## config.mk

```make
export PLATFORM = sky130hd
export DESIGN_NAME = eads_top
export DESIGN_NICKNAME = d
export VERILOG_FILES = /design/src/hw/eads_pkg.sv /design/src/hw/eads_top.sv
export SDC_FILE = /design/constraint.sdc
export NUM_CORES = 1
export LEC_CHECK = 0
export BUFFER_PORTS_ARGS = -buffer_cell sky130_fd_sc_hd__buf_4
export CAP_MARGIN = 20
export CORE_ASPECT_RATIO = 0.9
export CORE_UTILIZATION = 24
export DETAILED_ROUTE_END_ITERATION = 7
export SETUP_SLACK_MARGIN = 0.2
export SLEW_MARGIN = 20
export SYNTH_ARGS = -nofsm -noshare
export SYNTH_HDL_FRONTEND = slang
export SYNTH_SLANG_ARGS = --single-unit
```

## constraint.sdc

```tcl
create_clock -name MCLK -period 3.5 [get_ports MCLK]
set_input_delay 0.35 -clock MCLK [delete_from_list [all_inputs] [get_ports MCLK]]
set_output_delay 0.35 -clock MCLK [all_outputs]
set_load 0.05 [all_outputs]
```

## src/hw/eads_pkg.sv

```systemverilog
// package: register map, codes, modes and error numbers of the additional data selector
package eads_pkg;
    // ******************************
    // register map (byte addresses)
    // ******************************
    localparam logic [11:0] REG_CTRL = 12'h000;
    localparam logic [11:0] REG_SELECT = 12'h004;
    localparam logic [11:0] REG_SEQ_CTRL = 12'h008;
    localparam logic [11:0] REG_SEQ_DATA = 12'h00c;
    localparam logic [11:0] REG_CMD = 12'h010;
    localparam logic [11:0] REG_STATUS = 12'h014;
    localparam logic [11:0] REG_ACTIVE = 12'h018;
    // ******************************
    // field positions
    // ******************************
    localparam int CTRL_MODE_LSB = 0;
    localparam int CTRL_NEWREV = 2;
    localparam int CTRL_IFOK = 3;
    localparam int CTRL_INIT = 4;
    localparam int SEL_SECOND_LSB = 8;
    localparam int SEQ_EN = 0;
    localparam int SEQ_LEN_LSB = 8;
    localparam int SEQ_IDX_LSB = 16;
    localparam int CMD_ERRRST = 0;
    // ******************************
    // codes
    // ******************************
    localparam logic [7:0] first_datum_idle_code = 8'h00;
    localparam logic [7:0] memory_range_select_code = 8'h07;
    localparam logic [7:0] first_datum_last_code = 8'h0e;
    localparam logic [7:0] first_datum_off_code = 8'h0f;
    localparam logic [7:0] second_datum_idle_code = 8'h10;
    localparam logic [7:0] second_datum_last_code = 8'h19;
    localparam logic [7:0] second_datum_rsvd_code = 8'h1a;
    localparam logic [7:0] second_datum_off_code = 8'h1f;
    localparam logic [3:0] SEQ_DEPTH = 4'ha;
    localparam logic setting_on = 1'b1;
    localparam logic setting_off = 1'b0;
    // ******************************
    // operating modes
    // ******************************
    typedef enum logic [1:0] {
        EADS_POLL = 2'b00,
        EADS_SOFTRT = 2'b01,
        EADS_STREAM = 2'b10,
        EADS_RECORD = 2'b11
    } eads_mode_e;
    // ******************************
    // error codes
    // ******************************
    localparam logic [3:0] ERR_NONE = 4'h0;
    localparam logic [3:0] bad_parameter_error = 4'h1;
    localparam logic [3:0] wrong_interface_error = 4'h2;
    localparam logic [3:0] axis_uninitialized_error = 4'h3;
    localparam logic [3:0] revision_unsupported_error = 4'h4;
    localparam logic [3:0] serial_master_busy_error = 4'h5;
    localparam logic [3:0] transfer_failed_error = 4'h6;
    localparam logic [3:0] encoder_type2_error = 4'h7;
    localparam logic [3:0] encoder_supply_error = 4'h8;
    localparam logic [3:0] mode_wrong_error = 4'h9;
    localparam logic [1:0] HTRANS_NONSEQ = 2'b10;
    localparam logic [2:0] HSIZE_WORD = 3'b010;
    localparam logic [1:0] HRESP_OKAY = 2'b00;
endpackage : eads_pkg

```

## src/hw/eads_top.sv

```systemverilog
// additional data selector: bus registers, sequence stepping and serial command issue
//
// The AHB-Lite slave port and the register offsets were chosen for this implementation.
`timescale 1ns/10ps
`default_nettype none
module eads_top
    import eads_pkg::*;
(
    input wire logic MCLK, // 25 MHz clock
    input wire logic RST_B, // synchronous reset, active low
    input wire logic HSEL, // slave select
    input wire logic [31:0] HADDR, // byte address
    input wire logic [1:0] HTRANS, // transfer type
    input wire logic HWRITE, // write strobe
    input wire logic [2:0] HSIZE, // transfer size
    input wire logic [31:0] HWDATA, // write data
    input wire logic HREADY, // bus ready
    output logic [31:0] HRDATA, // read data
    output logic HREADYOUT, // slave ready
    output logic HRESP, // response, always okay
    input wire logic TRIGGER, // one-cycle trigger pulse
    input wire logic SM_BUSY, // serial master busy
    input wire logic SM_DONE, // serial transfer done pulse
    input wire logic SM_FAIL, // no or bad encoder answer
    input wire logic SM_TYPE2, // encoder reported type II error
    input wire logic SUPPLY_FAULT, // encoder supply fault
    output logic SM_START, // one-cycle transfer start
    output logic SM_ERRRST, // transfer also clears encoder error memory
    output logic SM_PROGRAM, // transfer programs the selection
    output logic [7:0] SM_SEL1, // datum 1 selection code
    output logic [7:0] SM_SEL2, // datum 2 selection code
    output logic ADD_DATA_ON // additional data is being sent
);
    // ******************************
    // helpers
    // ******************************
    function automatic logic code_ok(input logic [7:0] c);
        code_ok = (c <= second_datum_off_code);
    endfunction : code_ok
    function automatic logic is_second(input logic [7:0] c);
        is_second = (c >= second_datum_idle_code);
    endfunction : is_second

    // ******************************
    // bus address phase
    // ******************************
    logic wr_pend_q;
    logic [11:0] addr_q;
    logic [1:0] mode_q;
    logic newrev_q, ifok_q, init_q;
    logic [7:0] sel1_q, sel2_q;
    logic seq_en_q;
    logic [3:0] seq_len_q, seq_idx_q, wr_ptr_q;
    logic [7:0] seq_mem_q [0:9];
    logic [3:0] err_q;
    logic busy_q;
    logic [1:0] prev_mode_q;
    logic [7:0] act1_q, act2_q;
    wire take = HSEL && HREADY && (HTRANS == HTRANS_NONSEQ) && (HSIZE == HSIZE_WORD);
    wire polling = (mode_q == EADS_POLL);
    // ******************************
    // write decode
    // ******************************
    wire wr_ctrl = wr_pend_q && (addr_q == REG_CTRL);
    wire wr_sel = wr_pend_q && (addr_q == REG_SELECT);
    wire wr_seqc = wr_pend_q && (addr_q == REG_SEQ_CTRL);
    wire wr_seqd = wr_pend_q && (addr_q == REG_SEQ_DATA);
    wire wr_cmd = wr_pend_q && (addr_q == REG_CMD) && HWDATA[CMD_ERRRST];
    wire [7:0] new1 = HWDATA[7:0];
    wire [7:0] new2 = HWDATA[SEL_SECOND_LSB +: 8];
    wire [3:0] new_len = HWDATA[SEQ_LEN_LSB +: 4];
    // common gate for configuration and error reset, first failing cause wins
    wire [3:0] gate_err = !ifok_q ? wrong_interface_error :
                          !init_q ? axis_uninitialized_error :
                          !newrev_q ? revision_unsupported_error :
                          !polling ? mode_wrong_error : ERR_NONE;
    wire sel_bad = (new1 > first_datum_off_code) || !is_second(new2) || !code_ok(new2);
    wire [3:0] sel_err = (gate_err != ERR_NONE) ? gate_err : sel_bad ? bad_parameter_error : ERR_NONE;
    wire seq_bad = (new_len > SEQ_DEPTH) || (HWDATA[SEQ_EN] && new_len == 4'h0);
    wire [3:0] seqc_err = (gate_err != ERR_NONE) ? gate_err : seq_bad ? bad_parameter_error : ERR_NONE;
    wire seqd_bad = !code_ok(HWDATA[7:0]) || (wr_ptr_q >= SEQ_DEPTH);
    wire [3:0] seqd_err = (gate_err != ERR_NONE) ? gate_err : seqd_bad ? bad_parameter_error : ERR_NONE;
    // error reset refused when master busy, after the gate checks
    wire [3:0] cmd_err = (gate_err != ERR_NONE) ? gate_err :
                         (SM_BUSY || busy_q) ? serial_master_busy_error : ERR_NONE;
    wire leave_poll = (prev_mode_q == EADS_POLL) && !polling;
    wire streaming = !polling;
    wire step = TRIGGER && streaming && seq_en_q && (seq_len_q != 4'h0);
    wire [7:0] seq_code = seq_mem_q[seq_idx_q];
    wire [3:0] idx_next = (seq_idx_q + 4'h1 >= seq_len_q) ? 4'h0 : seq_idx_q + 4'h1;
    // a second-set code replaces datum 2, a first-set code datum 1
    wire [7:0] step1 = is_second(seq_code) ? act1_q : seq_code;
    wire [7:0] step2 = is_second(seq_code) ? seq_code : act2_q;
    wire [3:0] done_err = SUPPLY_FAULT ? encoder_supply_error :
                          SM_FAIL ? transfer_failed_error :
                          SM_TYPE2 ? encoder_type2_error : ERR_NONE;

    // ******************************
    // bus phase tracking
    // ******************************
    always_ff @(posedge MCLK) begin
        if (!RST_B) begin
            wr_pend_q <= 1'b0;
            addr_q <= 12'h000;
        end else begin
            wr_pend_q <= take && HWRITE;
            if (take) begin
                addr_q <= HADDR[11:0];
            end
        end
    end

    // ******************************
    // configuration registers
    // ******************************
    always_ff @(posedge MCLK) begin
        if (!RST_B) begin
            mode_q <= EADS_POLL;
            prev_mode_q <= EADS_POLL;
            newrev_q <= 1'b0;
            ifok_q <= 1'b0;
            init_q <= 1'b0;
            sel1_q <= first_datum_idle_code;
            sel2_q <= second_datum_idle_code;
            seq_en_q <= setting_off;
            seq_len_q <= 4'h0;
            wr_ptr_q <= 4'h0;
        end else begin
            prev_mode_q <= mode_q;
            if (wr_ctrl) begin
                mode_q <= HWDATA[CTRL_MODE_LSB +: 2];
                newrev_q <= HWDATA[CTRL_NEWREV];
                ifok_q <= HWDATA[CTRL_IFOK];
                init_q <= HWDATA[CTRL_INIT];
            end
            if (wr_sel && sel_err == ERR_NONE) begin
                sel1_q <= new1;
                sel2_q <= new2;
            end
            if (wr_seqc && seqc_err == ERR_NONE) begin
                seq_en_q <= HWDATA[SEQ_EN];
                seq_len_q <= new_len;
                wr_ptr_q <= 4'h0;
            end else if (wr_seqd && seqd_err == ERR_NONE) begin
                wr_ptr_q <= wr_ptr_q + 4'h1;
            end
        end
    end

    // sequence storage: no reset, loaded only through the data register
    always_ff @(posedge MCLK) begin
        if (wr_seqd && seqd_err == ERR_NONE) begin
            seq_mem_q[wr_ptr_q] <= HWDATA[7:0];
        end
    end

    // ******************************
    // sequence stepping and serial commands
    // ******************************
    always_ff @(posedge MCLK) begin
        if (!RST_B) begin
            seq_idx_q <= 4'h0;
            act1_q <= first_datum_idle_code;
            act2_q <= second_datum_idle_code;
            SM_START <= 1'b0;
            SM_ERRRST <= 1'b0;
            SM_PROGRAM <= 1'b0;
            busy_q <= 1'b0;
            err_q <= ERR_NONE;
        end else begin
            SM_START <= 1'b0;
            if ((wr_seqc && seqc_err == ERR_NONE) || leave_poll) begin
                seq_idx_q <= 4'h0;
            end else if (step) begin
                seq_idx_q <= idx_next;
            end
            if (leave_poll) begin
                act1_q <= sel1_q;
                act2_q <= sel2_q;
                SM_START <= 1'b1;
                SM_PROGRAM <= 1'b1;
                SM_ERRRST <= 1'b0;
                busy_q <= 1'b1;
            end else if (step && !busy_q) begin
                act1_q <= step1;
                act2_q <= step2;
                SM_START <= 1'b1;
                SM_PROGRAM <= 1'b1;
                SM_ERRRST <= 1'b0;
                busy_q <= 1'b1;
            end else if (wr_cmd && cmd_err == ERR_NONE) begin
                SM_START <= 1'b1;
                SM_ERRRST <= 1'b1;
                SM_PROGRAM <= 1'b0;
                busy_q <= 1'b1;
            end else if (SM_DONE && busy_q) begin
                busy_q <= 1'b0;
            end
            if (wr_sel) begin
                err_q <= sel_err;
            end else if (wr_seqc) begin
                err_q <= seqc_err;
            end else if (wr_seqd) begin
                err_q <= seqd_err;
            end else if (wr_cmd) begin
                err_q <= cmd_err;
            end else if (SM_DONE && busy_q) begin
                err_q <= done_err;
            end
        end
    end

    // ******************************
    // outputs and read data
    // ******************************
    // read data is registered at the address phase edge so it stands during the data phase
    wire [11:0] rd_addr = HADDR[11:0];
    wire [31:0] rd_mux =
        (rd_addr == REG_CTRL) ? {27'h0, init_q, ifok_q, newrev_q, mode_q} :
        (rd_addr == REG_SELECT) ? {16'h0, sel2_q, sel1_q} :
        (rd_addr == REG_SEQ_CTRL) ? {12'h0, seq_idx_q, 4'h0, seq_len_q, 7'h0, seq_en_q} :
        (rd_addr == REG_STATUS) ? {27'h0, busy_q, err_q} :
        (rd_addr == REG_ACTIVE) ? {16'h0, act2_q, act1_q} : 32'h0;
    always_ff @(posedge MCLK) begin
        if (!RST_B) begin
            HRDATA <= 32'h0;
            HREADYOUT <= 1'b1;
            HRESP <= 1'b0;
            SM_SEL1 <= first_datum_idle_code;
            SM_SEL2 <= second_datum_idle_code;
            ADD_DATA_ON <= 1'b0;
        end else begin
            HRDATA <= (take && !HWRITE) ? rd_mux : 32'h0;
            HREADYOUT <= 1'b1;
            HRESP <= HRESP_OKAY[0];
            SM_SEL1 <= act1_q;
            SM_SEL2 <= act2_q;
            ADD_DATA_ON <= streaming && !(act1_q == first_datum_off_code
                                          && act2_q == second_datum_off_code);
        end
    end

    // ******************************
    // checks
    // ******************************
    // a start is a single pulse; a second one would launch a duplicate transfer
    AST_START_ONE_CYCLE: assert property (
        @(posedge MCLK) disable iff (!RST_B)
        SM_START |=> !SM_START
    ) else $error("transfer start lasted more than one cycle");

    // an error reset may only come from a request made while polling on a newer-revision axis
    AST_ERRRST_POLL: assert property (
        @(posedge MCLK) disable iff (!RST_B)
        (SM_START && SM_ERRRST)
        |-> $past(polling && newrev_q)
    ) else $error("error reset started outside polling or on an older axis");

    // a busy serial master refuses the error reset and says why
    AST_BUSY_REFUSE: assert property (
        @(posedge MCLK) disable iff (!RST_B)
        (wr_cmd && gate_err == ERR_NONE && (SM_BUSY || busy_q))
        |=> (err_q == serial_master_busy_error) && !SM_START
    ) else $error("error reset not refused while master busy");

    // supply fault outranks the other completion errors
    AST_SUPPLY_FIRST: assert property (
        @(posedge MCLK) disable iff (!RST_B)
        (SM_DONE && busy_q && SUPPLY_FAULT && !wr_pend_q)
        |=> err_q == encoder_supply_error
    ) else $error("supply fault not reported at transfer end");

    // selection is frozen outside polling
    AST_CFG_ONLY_POLL: assert property (
        @(posedge MCLK) disable iff (!RST_B)
        (wr_sel && !polling)
        |=> (sel1_q == $past(sel1_q)) && (sel2_q == $past(sel2_q))
    ) else $error("selection changed outside polling");

    // no additional data leaves the block while polling
    AST_POLL_SILENT: assert property (
        @(posedge MCLK) disable iff (!RST_B)
        polling |=> !ADD_DATA_ON
    ) else $error("additional data on while polling");

    // a disabled sequence never steps
    AST_NO_STEP_OFF: assert property (
        @(posedge MCLK) disable iff (!RST_B)
        (!seq_en_q && !wr_seqc && !leave_poll)
        |=> seq_idx_q == $past(seq_idx_q)
    ) else $error("disabled sequence stepped");

    // the index wraps before it runs past the configured length
    AST_IDX_WRAP: assert property (
        @(posedge MCLK) disable iff (!RST_B)
        (seq_len_q != 4'h0) |-> (seq_idx_q < seq_len_q)
    ) else $error("sequence index beyond its length");

    // the stored length never exceeds the sequence depth
    AST_LEN_LIMIT: assert property (
        @(posedge MCLK) disable iff (!RST_B)
        seq_len_q <= SEQ_DEPTH
    ) else $error("sequence length above depth");

    // the stored selection always holds codes of the right set
    AST_SEL_LEGAL: assert property (
        @(posedge MCLK) disable iff (!RST_B)
        (sel1_q <= first_datum_off_code)
        && (sel2_q >= second_datum_idle_code)
        && (sel2_q <= second_datum_off_code)
    ) else $error("stored selection outside its code set");
endmodule : eads_top
`default_nettype wire

```

After elaboration in Yosys (flattened, before gate mapping) --
Memory sizes are Yosys's and may differ from the RTL's. A register that Yosys moved wholly into a read port is not among the register bits. Index checks and enable logic that the tools add are counted.
Operators by class: $add $sub $neg 2, order comparisons 8, equality and inequality tests 13, mux-type cells 46, bitwise logic cells 2, reductions and logical operators 62
Operators with widths (number):
- $mux 4 | 17
- $mux 16 | 3
- $mux 8 | 6
- $eq 12x4->1 const B | 3
- $eq 12x5->1 const B | 3
- $eq 12x3->1 const B | 2
- $logic_and 1x1->1 | 24
- $logic_not 12->1 | 2
- $logic_not 4->1 | 5
- $mux 20 | 1
- $ge 8x5->1 const B | 2
- $le 8x5->1 const B | 2
- $mux 1 | 15
- $reduce_bool 4->1 | 3
- $mux 3 | 3
- $add 4x1->4 const B | 2
- $eq 8x4->1 const B | 1
- $eq 8x5->1 const B | 1
- $gt 8x4->1 const B | 1
- $logic_not 1->1 | 7
- $logic_or 1x1->1 | 6
- $reduce_and 2->1 | 3
- $reduce_or 3->1 | 2
- $reduce_or 6->1 | 1
- other kinds (14) | 18
Word-level totals: flip-flop bits (word level) 122, RAM bits 80, bits of input ports 80, output and inout port bits 54, word-level logic and storage cells 161, memories 1
Memories:
- seq_mem_q | words 10, bits a word 8, read ports 1, clocked after Yosys merged registers in 1, write ports 1, line eads_top.sv:54 | logic [7:0] seq_mem_q [0:9];

Logic depth before layout (Yosys ltp) --
Gate-level depths: netlist of run 1.
word-level depth 12, gate-level depth with buffers 9, depth with buffers taken out 8

Worst setup path after synthesis of run 1 --
No wires, ideal clock.
path type reg-to-reg, start register wr_ptr_q[0], end memory seq_mem_q[0][0], enable pin, setup time 398 ps, data arrival time 2491 ps, data required time 3102 ps, path slack 611 ps, stages on the path, launching flop included 9, buffers on the path 1, clock period less this slack 2889 ps, path through dfxtp_1 > inv_1 > ha_1 > o31ai_1 > and2_1 > nand4_1 > or2_1 > clkbuf_1 > nor4b_1
On the way: longest elaborated chain between the ends 8
Ends and longest elaborated chain:
- start, declared | line eads_top.sv:53 | logic [3:0] seq_len_q, seq_idx_q, wr_ptr_q;
- start signal, assigned | line eads_top.sv:145 | wr_ptr_q <= wr_ptr_q + 4'h1;
- $ge 4x4->1 | line eads_top.sv:81 | wire seqd_bad = !code_ok(HWDATA[7:0]) || (wr_ptr_q >= SEQ_DEPTH);
- $logic_or 1x1->1 | line eads_top.sv:81
- $mux 1 | line eads_top.sv:82 | wire [3:0] seqd_err = (gate_err != ERR_NONE) ? gate_err : seqd_bad ? bad_parameter_error : ERR_NONE;
- $mux 4 | line eads_top.sv:82
- $logic_not 4->1 | line eads_top.sv:152 | if (wr_seqd && seqd_err == ERR_NONE) begin
- $logic_and 1x1->1 | line eads_top.sv:152
- $mux 1 | line eads_top.sv:152
- $mux 1 (implied by the code) | line eads_top.sv:153 | seq_mem_q[wr_ptr_q] <= HWDATA[7:0];
- end, declared | line eads_top.sv:54
Parallel ways exist; a longest one is shown, timed or not.

Worst setup path in the final report of run 1 --
start register wr_ptr_q[0], end memory seq_mem_q[5][6], enable pin
Same word-level chain as after synthesis.

==> results.yml, run 1 <==
flow_run:
  max_cap_viol_count: 0
sta:
  setup_slack_ns: 0.669
  hold_violations: 0
  relSlewSlack_pct: 48.6
  timing.hold.ws_ns: 0.150
  fmax_mhz: 353
  worst_pin_slew_ns: 0.768
  setup_viol: 0
  fin_skew_ns: 0.0119
  rsz0062_at_grt: "no"
  fin_crit_ns: 2.83
  tns_ns: 0
  fin_crit_sh_pct: 80.9
  finalMaxSlewViolations: 0
hold_path:
  min_from: "HADDR[0]"
  hold_path_class: "in -> reg"
placement:
  place_congestion: 0.773
  placedCellCount: 1127
  hpwl_um: 13300
  numPortBuffers: 83
  dpl_worst_slack_ns: 0.696
final_layout:
  drive_gt1_share_pct: 23.7
  nNetsFinal: 819
  final_util_pct: 29.8
  layout_common_cells: "114 x dfxtp_1, 102 x buf_4, 80 x edfxtp_1"
  largest_register_ffs: 80
  nFillCells: 3267
  syn2layout_area_growth_pct: 21.3
  layout_commonest_cell: "dfxtp_1"
  reg_top3: "seq_mem_q: 80 flops, HRDATA: 20 flops, addr_q: 12 flops"
  final_cells: 1160
  regMostFlops: "seq_mem_q"
clock_tree:
  postCtsResizedCells: 0
  cts_inserted_buffers: 17
  clk_pin_slew_ns: 0.07
  cts_setup_buffers: 0
  cts_tree: "built"
  clk_latency_ns: 0.44
  htreeDepth: 4
  cts_root_buf: "clkbuf_16"
  hold_buffers: 0
  clock-sinks: 194
  cts_buffer_depth: 2
grt:
  antenna_found_initial: 1
  grt_max_degree: 46
  grt_overflow_total: 0
  grt_pass1_wl_um: 29800
  first_global_vias: 5225
  grtUsageTotal_pct: 11.5
synth:
  synth_area_leader_cell: "edfxtp_1"
  synth_top_area_share_pct: 30.4
  netlist_instances: 645
  synth_seq_cells: 194
  synth.avg_cell_area_um2: 12.3
  yosys_most_used_dff: "dfxtp_1"
  synthArstFlopShare_pct: 0
  synthDistinctLibCells: 69
  synth_edf_count: 80
  syn_area_um2: 7910
  ys_seq_area_share_pct: 59.2
  yosysWarnings: 0
  synth_area_leaders: "edfxtp_1 30%, dfxtp_1 29%, mux2i_1 5.4%"
setup_path:
  cp.arrival_ns: 2.91
  cp-start-kind: "flop"
  cp.required_ns: 3.58
  reg2reg_from: "wr_ptr_q[0]"
  cp-end-kind: "flop"
  worstSetupStartpoint: "wr_ptr_q[0]"
  critPathMaxFanout: 8
  critical_path_class: "reg -> reg"
power_and_ir_drop:
  vdd_drop_max_mv: 0.333
  power_leakage_nw: 3.50
  power_density_nw_per_um2: 469
floorplanning:
  die_w_um: 193
  core-area_um2: 32200
  ioPinCount: 134
  die_y_um: 174
  die_area_um2: 33700
  row_count: 62
  initial_core_util_pct: 24.6
routing:
  drt_wl_total_um: 18900
  first_iter_violations: 472
  drc: 8
  detail_route.wl_per_cell_um: 16.3
  ant_nets: 0
  vias: 5312
  via_per_inst: 4.58
  dr.pass1.iters: 8
run_status:
  violations: "DRC"
  status: "finished with violations"
[worst paths after layout]
kind | to | slack [ns] | cells after the start
max | seq_mem_q[5][6] | 0.67 | 8
min | addr_q[0] | 0.15 | 3
max reg2reg | seq_mem_q[5][6] | 0.67 | 8
min reg2reg | sel2_q[4] | 0.49 | 1
[where the power goes]
| group | internal [mW] | total (mW) | switching [mW] |
|---|---|---|---|
| Sequential | 2.35 | 2.35 | 0.00119 |
| Combinational | 0.0419 | 0.134 | 0.0922 |
| Clock | 1.14 | 2.02 | 0.877 |
| Total | 3.53 | 4.50 | 0.970 |
[per-layer routing]
| metal | share of wire, % | vias up | track usage, % |
|---|---|---|---|
| met2 | 46 | 164 | 18.1 |
| li1 | - | 2552 | - |
| met4 | 1.4 | 0 | 3.50 |
| met1 | 47 | 2573 | 15.8 |
| met3 | 5.7 | 23 | 2.68 |
| met5 | 0 | - | 0 |
[logic make-up after synthesis]
group,Yosys count,share of synthesized area (%)
other,2,0.0950
AO/OA/AOI/OAI,89,8.62
buffers and inverters,56,3.78
AND/OR/NAND/NOR,220,14.7
flip-flops,194,59.2
multiplexers,72,11.8
adder cells (fa/ha/maj),9,1.42
XOR/XNOR,3,0.332
[worst max-delay path, cell delays in order, from the launching register on]
cell and delay (ns):
dfxtp_1 0.43, inv_1 0.09, ha_1 0.23, o31ai_1 0.27, and2_1 0.18, nand4_1 0.10
or2_1 0.33, nor3b_1 0.34, and2_1 0.48
[metrics by stage]
stage | area [um^2] | total power, mW
after detailed placement | 8980 | 2.54
final | 9600 | 4.50
after global placement | 8980 | 2.54
after global routing | 9590 | 4.65
after floorplan | 7950 | 2.48
after CTS | 9590 | 4.55
[area by class of cell]
cell class	count	area (um^2)	share of cell area [%]
Antenna cell	1	2.50	0.0261
Clock buffer	19	453	4.72
Tap cell	416	520	5.42
Timing Repair Buffer	102	766	7.98
Multi-Input combinational cell	407	2980	31.1
Clock inverter	13	160	1.67
Inverter	8	30.0	0.313
Sequential cell	194	4680	48.8
[synth_stat cells, types with 4 or more instances]
cell type  instances
dfxtp_1          114
edfxtp_1          80
nor2_1            66
mux2i_1           43
nand2_1           36
and2_1            29
clkbuf_1          23
a21oi_1           19
buf_4             16
mux4_2            16
nor3_1            15
mux2_2            13
nand3_1           12
and3_1            11
a222oi_1           9
a22oi_1            9
ha_1               9
nor4_1             8
inv_1              7
a21o_1             6
a211oi_1           5
nand2b_1           5
nand4_1            5
nor4b_1            5
o21ai_0            5
a211o_1            4
buf_1              4
o211a_1            4
(Power assumes the default switching activity.)
==> run 2, diff against run 1 <==
==> constraint.sdc (replaced) <==
create_clock -name MCLK -period 2.7 [get_ports MCLK]
set_input_delay 0.27 -clock MCLK [delete_from_list [all_inputs] [get_ports MCLK]]
set_output_delay 0.27 -clock MCLK [all_outputs]
set_load 0.05 [all_outputs]
==> run 2 against run 1 <==
The flow still finishes with violations (DRC). Die area did not move. Clock skew increased by 0.0016 ns. Via count rose by 1.8%. Flip-flop and latch count stayed put. Critical endpoint is now seq_mem_q[2][6]. Highest routed layer unchanged.
==> results.yml, run 2 (same netlist as run 1, synthesis figures left out) <==
run_status:
  status: "finished with violations"
  violations: "DRC"
placement:
  numPortBuffers: 83
  placed_area_um2: 9190
  hpwl_um: 13800
  place_congestion: 0.792
sta:
  relSlewSlack_pct: 57.6
  tns_ns: 0
  finalMaxSlewViolations: 0
  hold_violations: 0
  fmax_mhz: 424
  rsz0062_at_grt: "no"
  fin_crit_ns: 2.36
  fin_crit_sh_pct: 87.4
  worst_pin_slew_ns: 0.634
  setup_viol: 0
  fin_skew_ns: 0.0135
final_layout:
  final_area_um2: 9820
  syn2layout_area_growth_pct: 24.2
  layout_commonest_cell: "dfxtp_1"
  drive_gt1_share_pct: 26.2
  regMostFlops: "seq_mem_q"
  final_util_pct: 30.5
  layout_common_cells: "114 x dfxtp_1, 109 x buf_4, 80 x edfxtp_1"
  reg_top3: "seq_mem_q: 80 flops, HRDATA: 20 flops, addr_q: 12 flops"
  nNetsFinal: 835
  largest_register_ffs: 80
power_and_ir_drop:
  power_density_nw_per_um2: 576
  p_int_mw: 4.33
  power_leakage_nw: 3.58
  power.switching_mw: 1.33
  swShare_pct: 23.5
  comb_power_share_pct: 3.1
  vdd_drop_max_mv: 0.411
  sequentialPowerShare_pct: 53.8
  clockPowerShare_pct: 43.1
setup_path:
  critical_path_class: "reg -> reg"
  cp_top_family: "simple AND/OR/NAND/NOR gates"
  critPathMaxFanout: 8
  cp.required_ns: 2.85
  cpMostUsedCell: "buf_6"
  cp-start-kind: "flop"
  crit_buf_inv: 3
  r2r_end: "seq_mem_q[2][6]"
  worst_r2r_path_depth: 9
  crit_chain: "inv_1 -> ha_1 -> o31ai_2 -> and2_1 -> nand4_1 -> or2_4 -> buf_6 -> nor4b_4 -> buf_6"
  slowest_stage: "dfxtp_1"
  critical-path-max-stage-delay_ns: 0.34
  reg2reg_from: "wr_ptr_q[0]"
  cp.arrival_ns: 2.51
  rrSetupSlack_ns: 0.34
  cp-end-kind: "flop"
  worstSetupStartpoint: "wr_ptr_q[0]"
  worstSetupEndpoint: "seq_mem_q[2][6]"
  path_depth: 9
floorplanning:
  initial_core_util_pct: 24.6
  core-area_um2: 32200
  die_area_um2: 33700
  die_y_um: 174
  row_count: 62
  die_w_um: 193
  ioPinCount: 134
clock_tree:
  clk_pin_slew_ns: 0.07
  cts_tree: "built"
  htreeDepth: 4
  clk_latency_ns: 0.44
  hold_buffers: 0
  clock-sinks: 194
  cts_root_buf: "clkbuf_16"
  cts_setup_buffers: 0
  cts_inserted_buffers: 17
  cts_buffer_depth: 2
routing:
  via_per_inst: 4.60
  detail_route.wl_per_cell_um: 16.5
  first_iter_violations: 500
  dr.pass1.iters: 7
  vias: 5406
  drc: 8
  drt_wl_total_um: 19300
  ant_nets: 0
grt:
  grt_max_degree: 46
  first_global_vias: 5284
  grt_overflow_total: 0
  grt_pass1_wl_um: 30300
  grtUsageTotal_pct: 11.6
  antenna_found_initial: 1
hold_path:
  hold_path_class: "in -> reg"
  hold_depth: 2
flow_run:
  max_cap_viol_count: 0
-- run 2: layout make-up --
cell class                 instances  area, um^2
fill                            3237       22400
sequential                       194        4680
multi-input combinational        407        3050
timing repair buffer             118         963
tap                              416         520
clock buffer                      18         429
clock inverter                    14         140
inverter                           8        30.0
antenna                            1        2.50
-- run 2: worst min path at each step --
stage	slack, ns	from	endpoint
2_1_floorplan	0.37	HWDATA[0]	seq_mem_q[0][0]
3_3_place_gp	0.47	sel2_q[4]	sel2_q[4]
3_5_place_dp	0.48	sel2_q[4]	sel2_q[4]
4_1_cts	0.05	HWRITE	wr_pend_q
5_1_grt	0.06	HWRITE	wr_pend_q
6_report	0.07	HWRITE	wr_pend_q
-- run 2: timing repair --
action                                  CTS  global route
gates resized for setup                   0            11
hold endpoints to repair                  0             0
endpoints found under the setup margin    0            61
-- run 2: routing by layer --
| metal | routed length (um) | vias up | track usage (%) | share of wire, % |
|---|---|---|---|---|
| met5 | 0 | - | 0 | 0 |
| met4 | 191 | 0 | 2.70 | 0.99 |
| li1 | - | 2576 | - | - |
| met3 | 1160 | 18 | 3.30 | 6.0 |
| met2 | 8940 | 167 | 18.2 | 46 |
| met1 | 9050 | 2645 | 15.8 | 47 |
-- run 2: through the flow --
step           power, mW  hold WS, ns  std cells  worst slack, ns
6_report            5.66       0.0681       1176            0.339
3_3_place_gp        3.29        0.472       1143            0.294
2_1_floorplan       3.21        0.369        657            0.164
3_5_place_dp        3.29        0.481       1143            0.252
4_1_cts             5.70       0.0523       1175            0.243
5_1_grt             5.83       0.0563       1175            0.179
-- run 2: worst reg2reg max path, cell delays in order (launching register included) --
cell     delay, ns
dfxtp_1       0.34
inv_1         0.06
ha_1          0.23
o31ai_2       0.28
and2_1        0.17
nand4_1       0.11
or2_4         0.29
buf_6         0.15
nor4b_4       0.26
buf_6         0.19
-- run 2: power by group through the flow --
stage / combinational, mW / clock, mW / sequential (mW)
after floorplan: 0.0941 / 0 / 3.12
after global placement: 0.174 / 0 / 3.11
after detailed placement: 0.177 / 0 / 3.11
after CTS: 0.177 / 2.48 / 3.05
after global routing: 0.188 / 2.60 / 3.05
final: 0.176 / 2.44 / 3.05
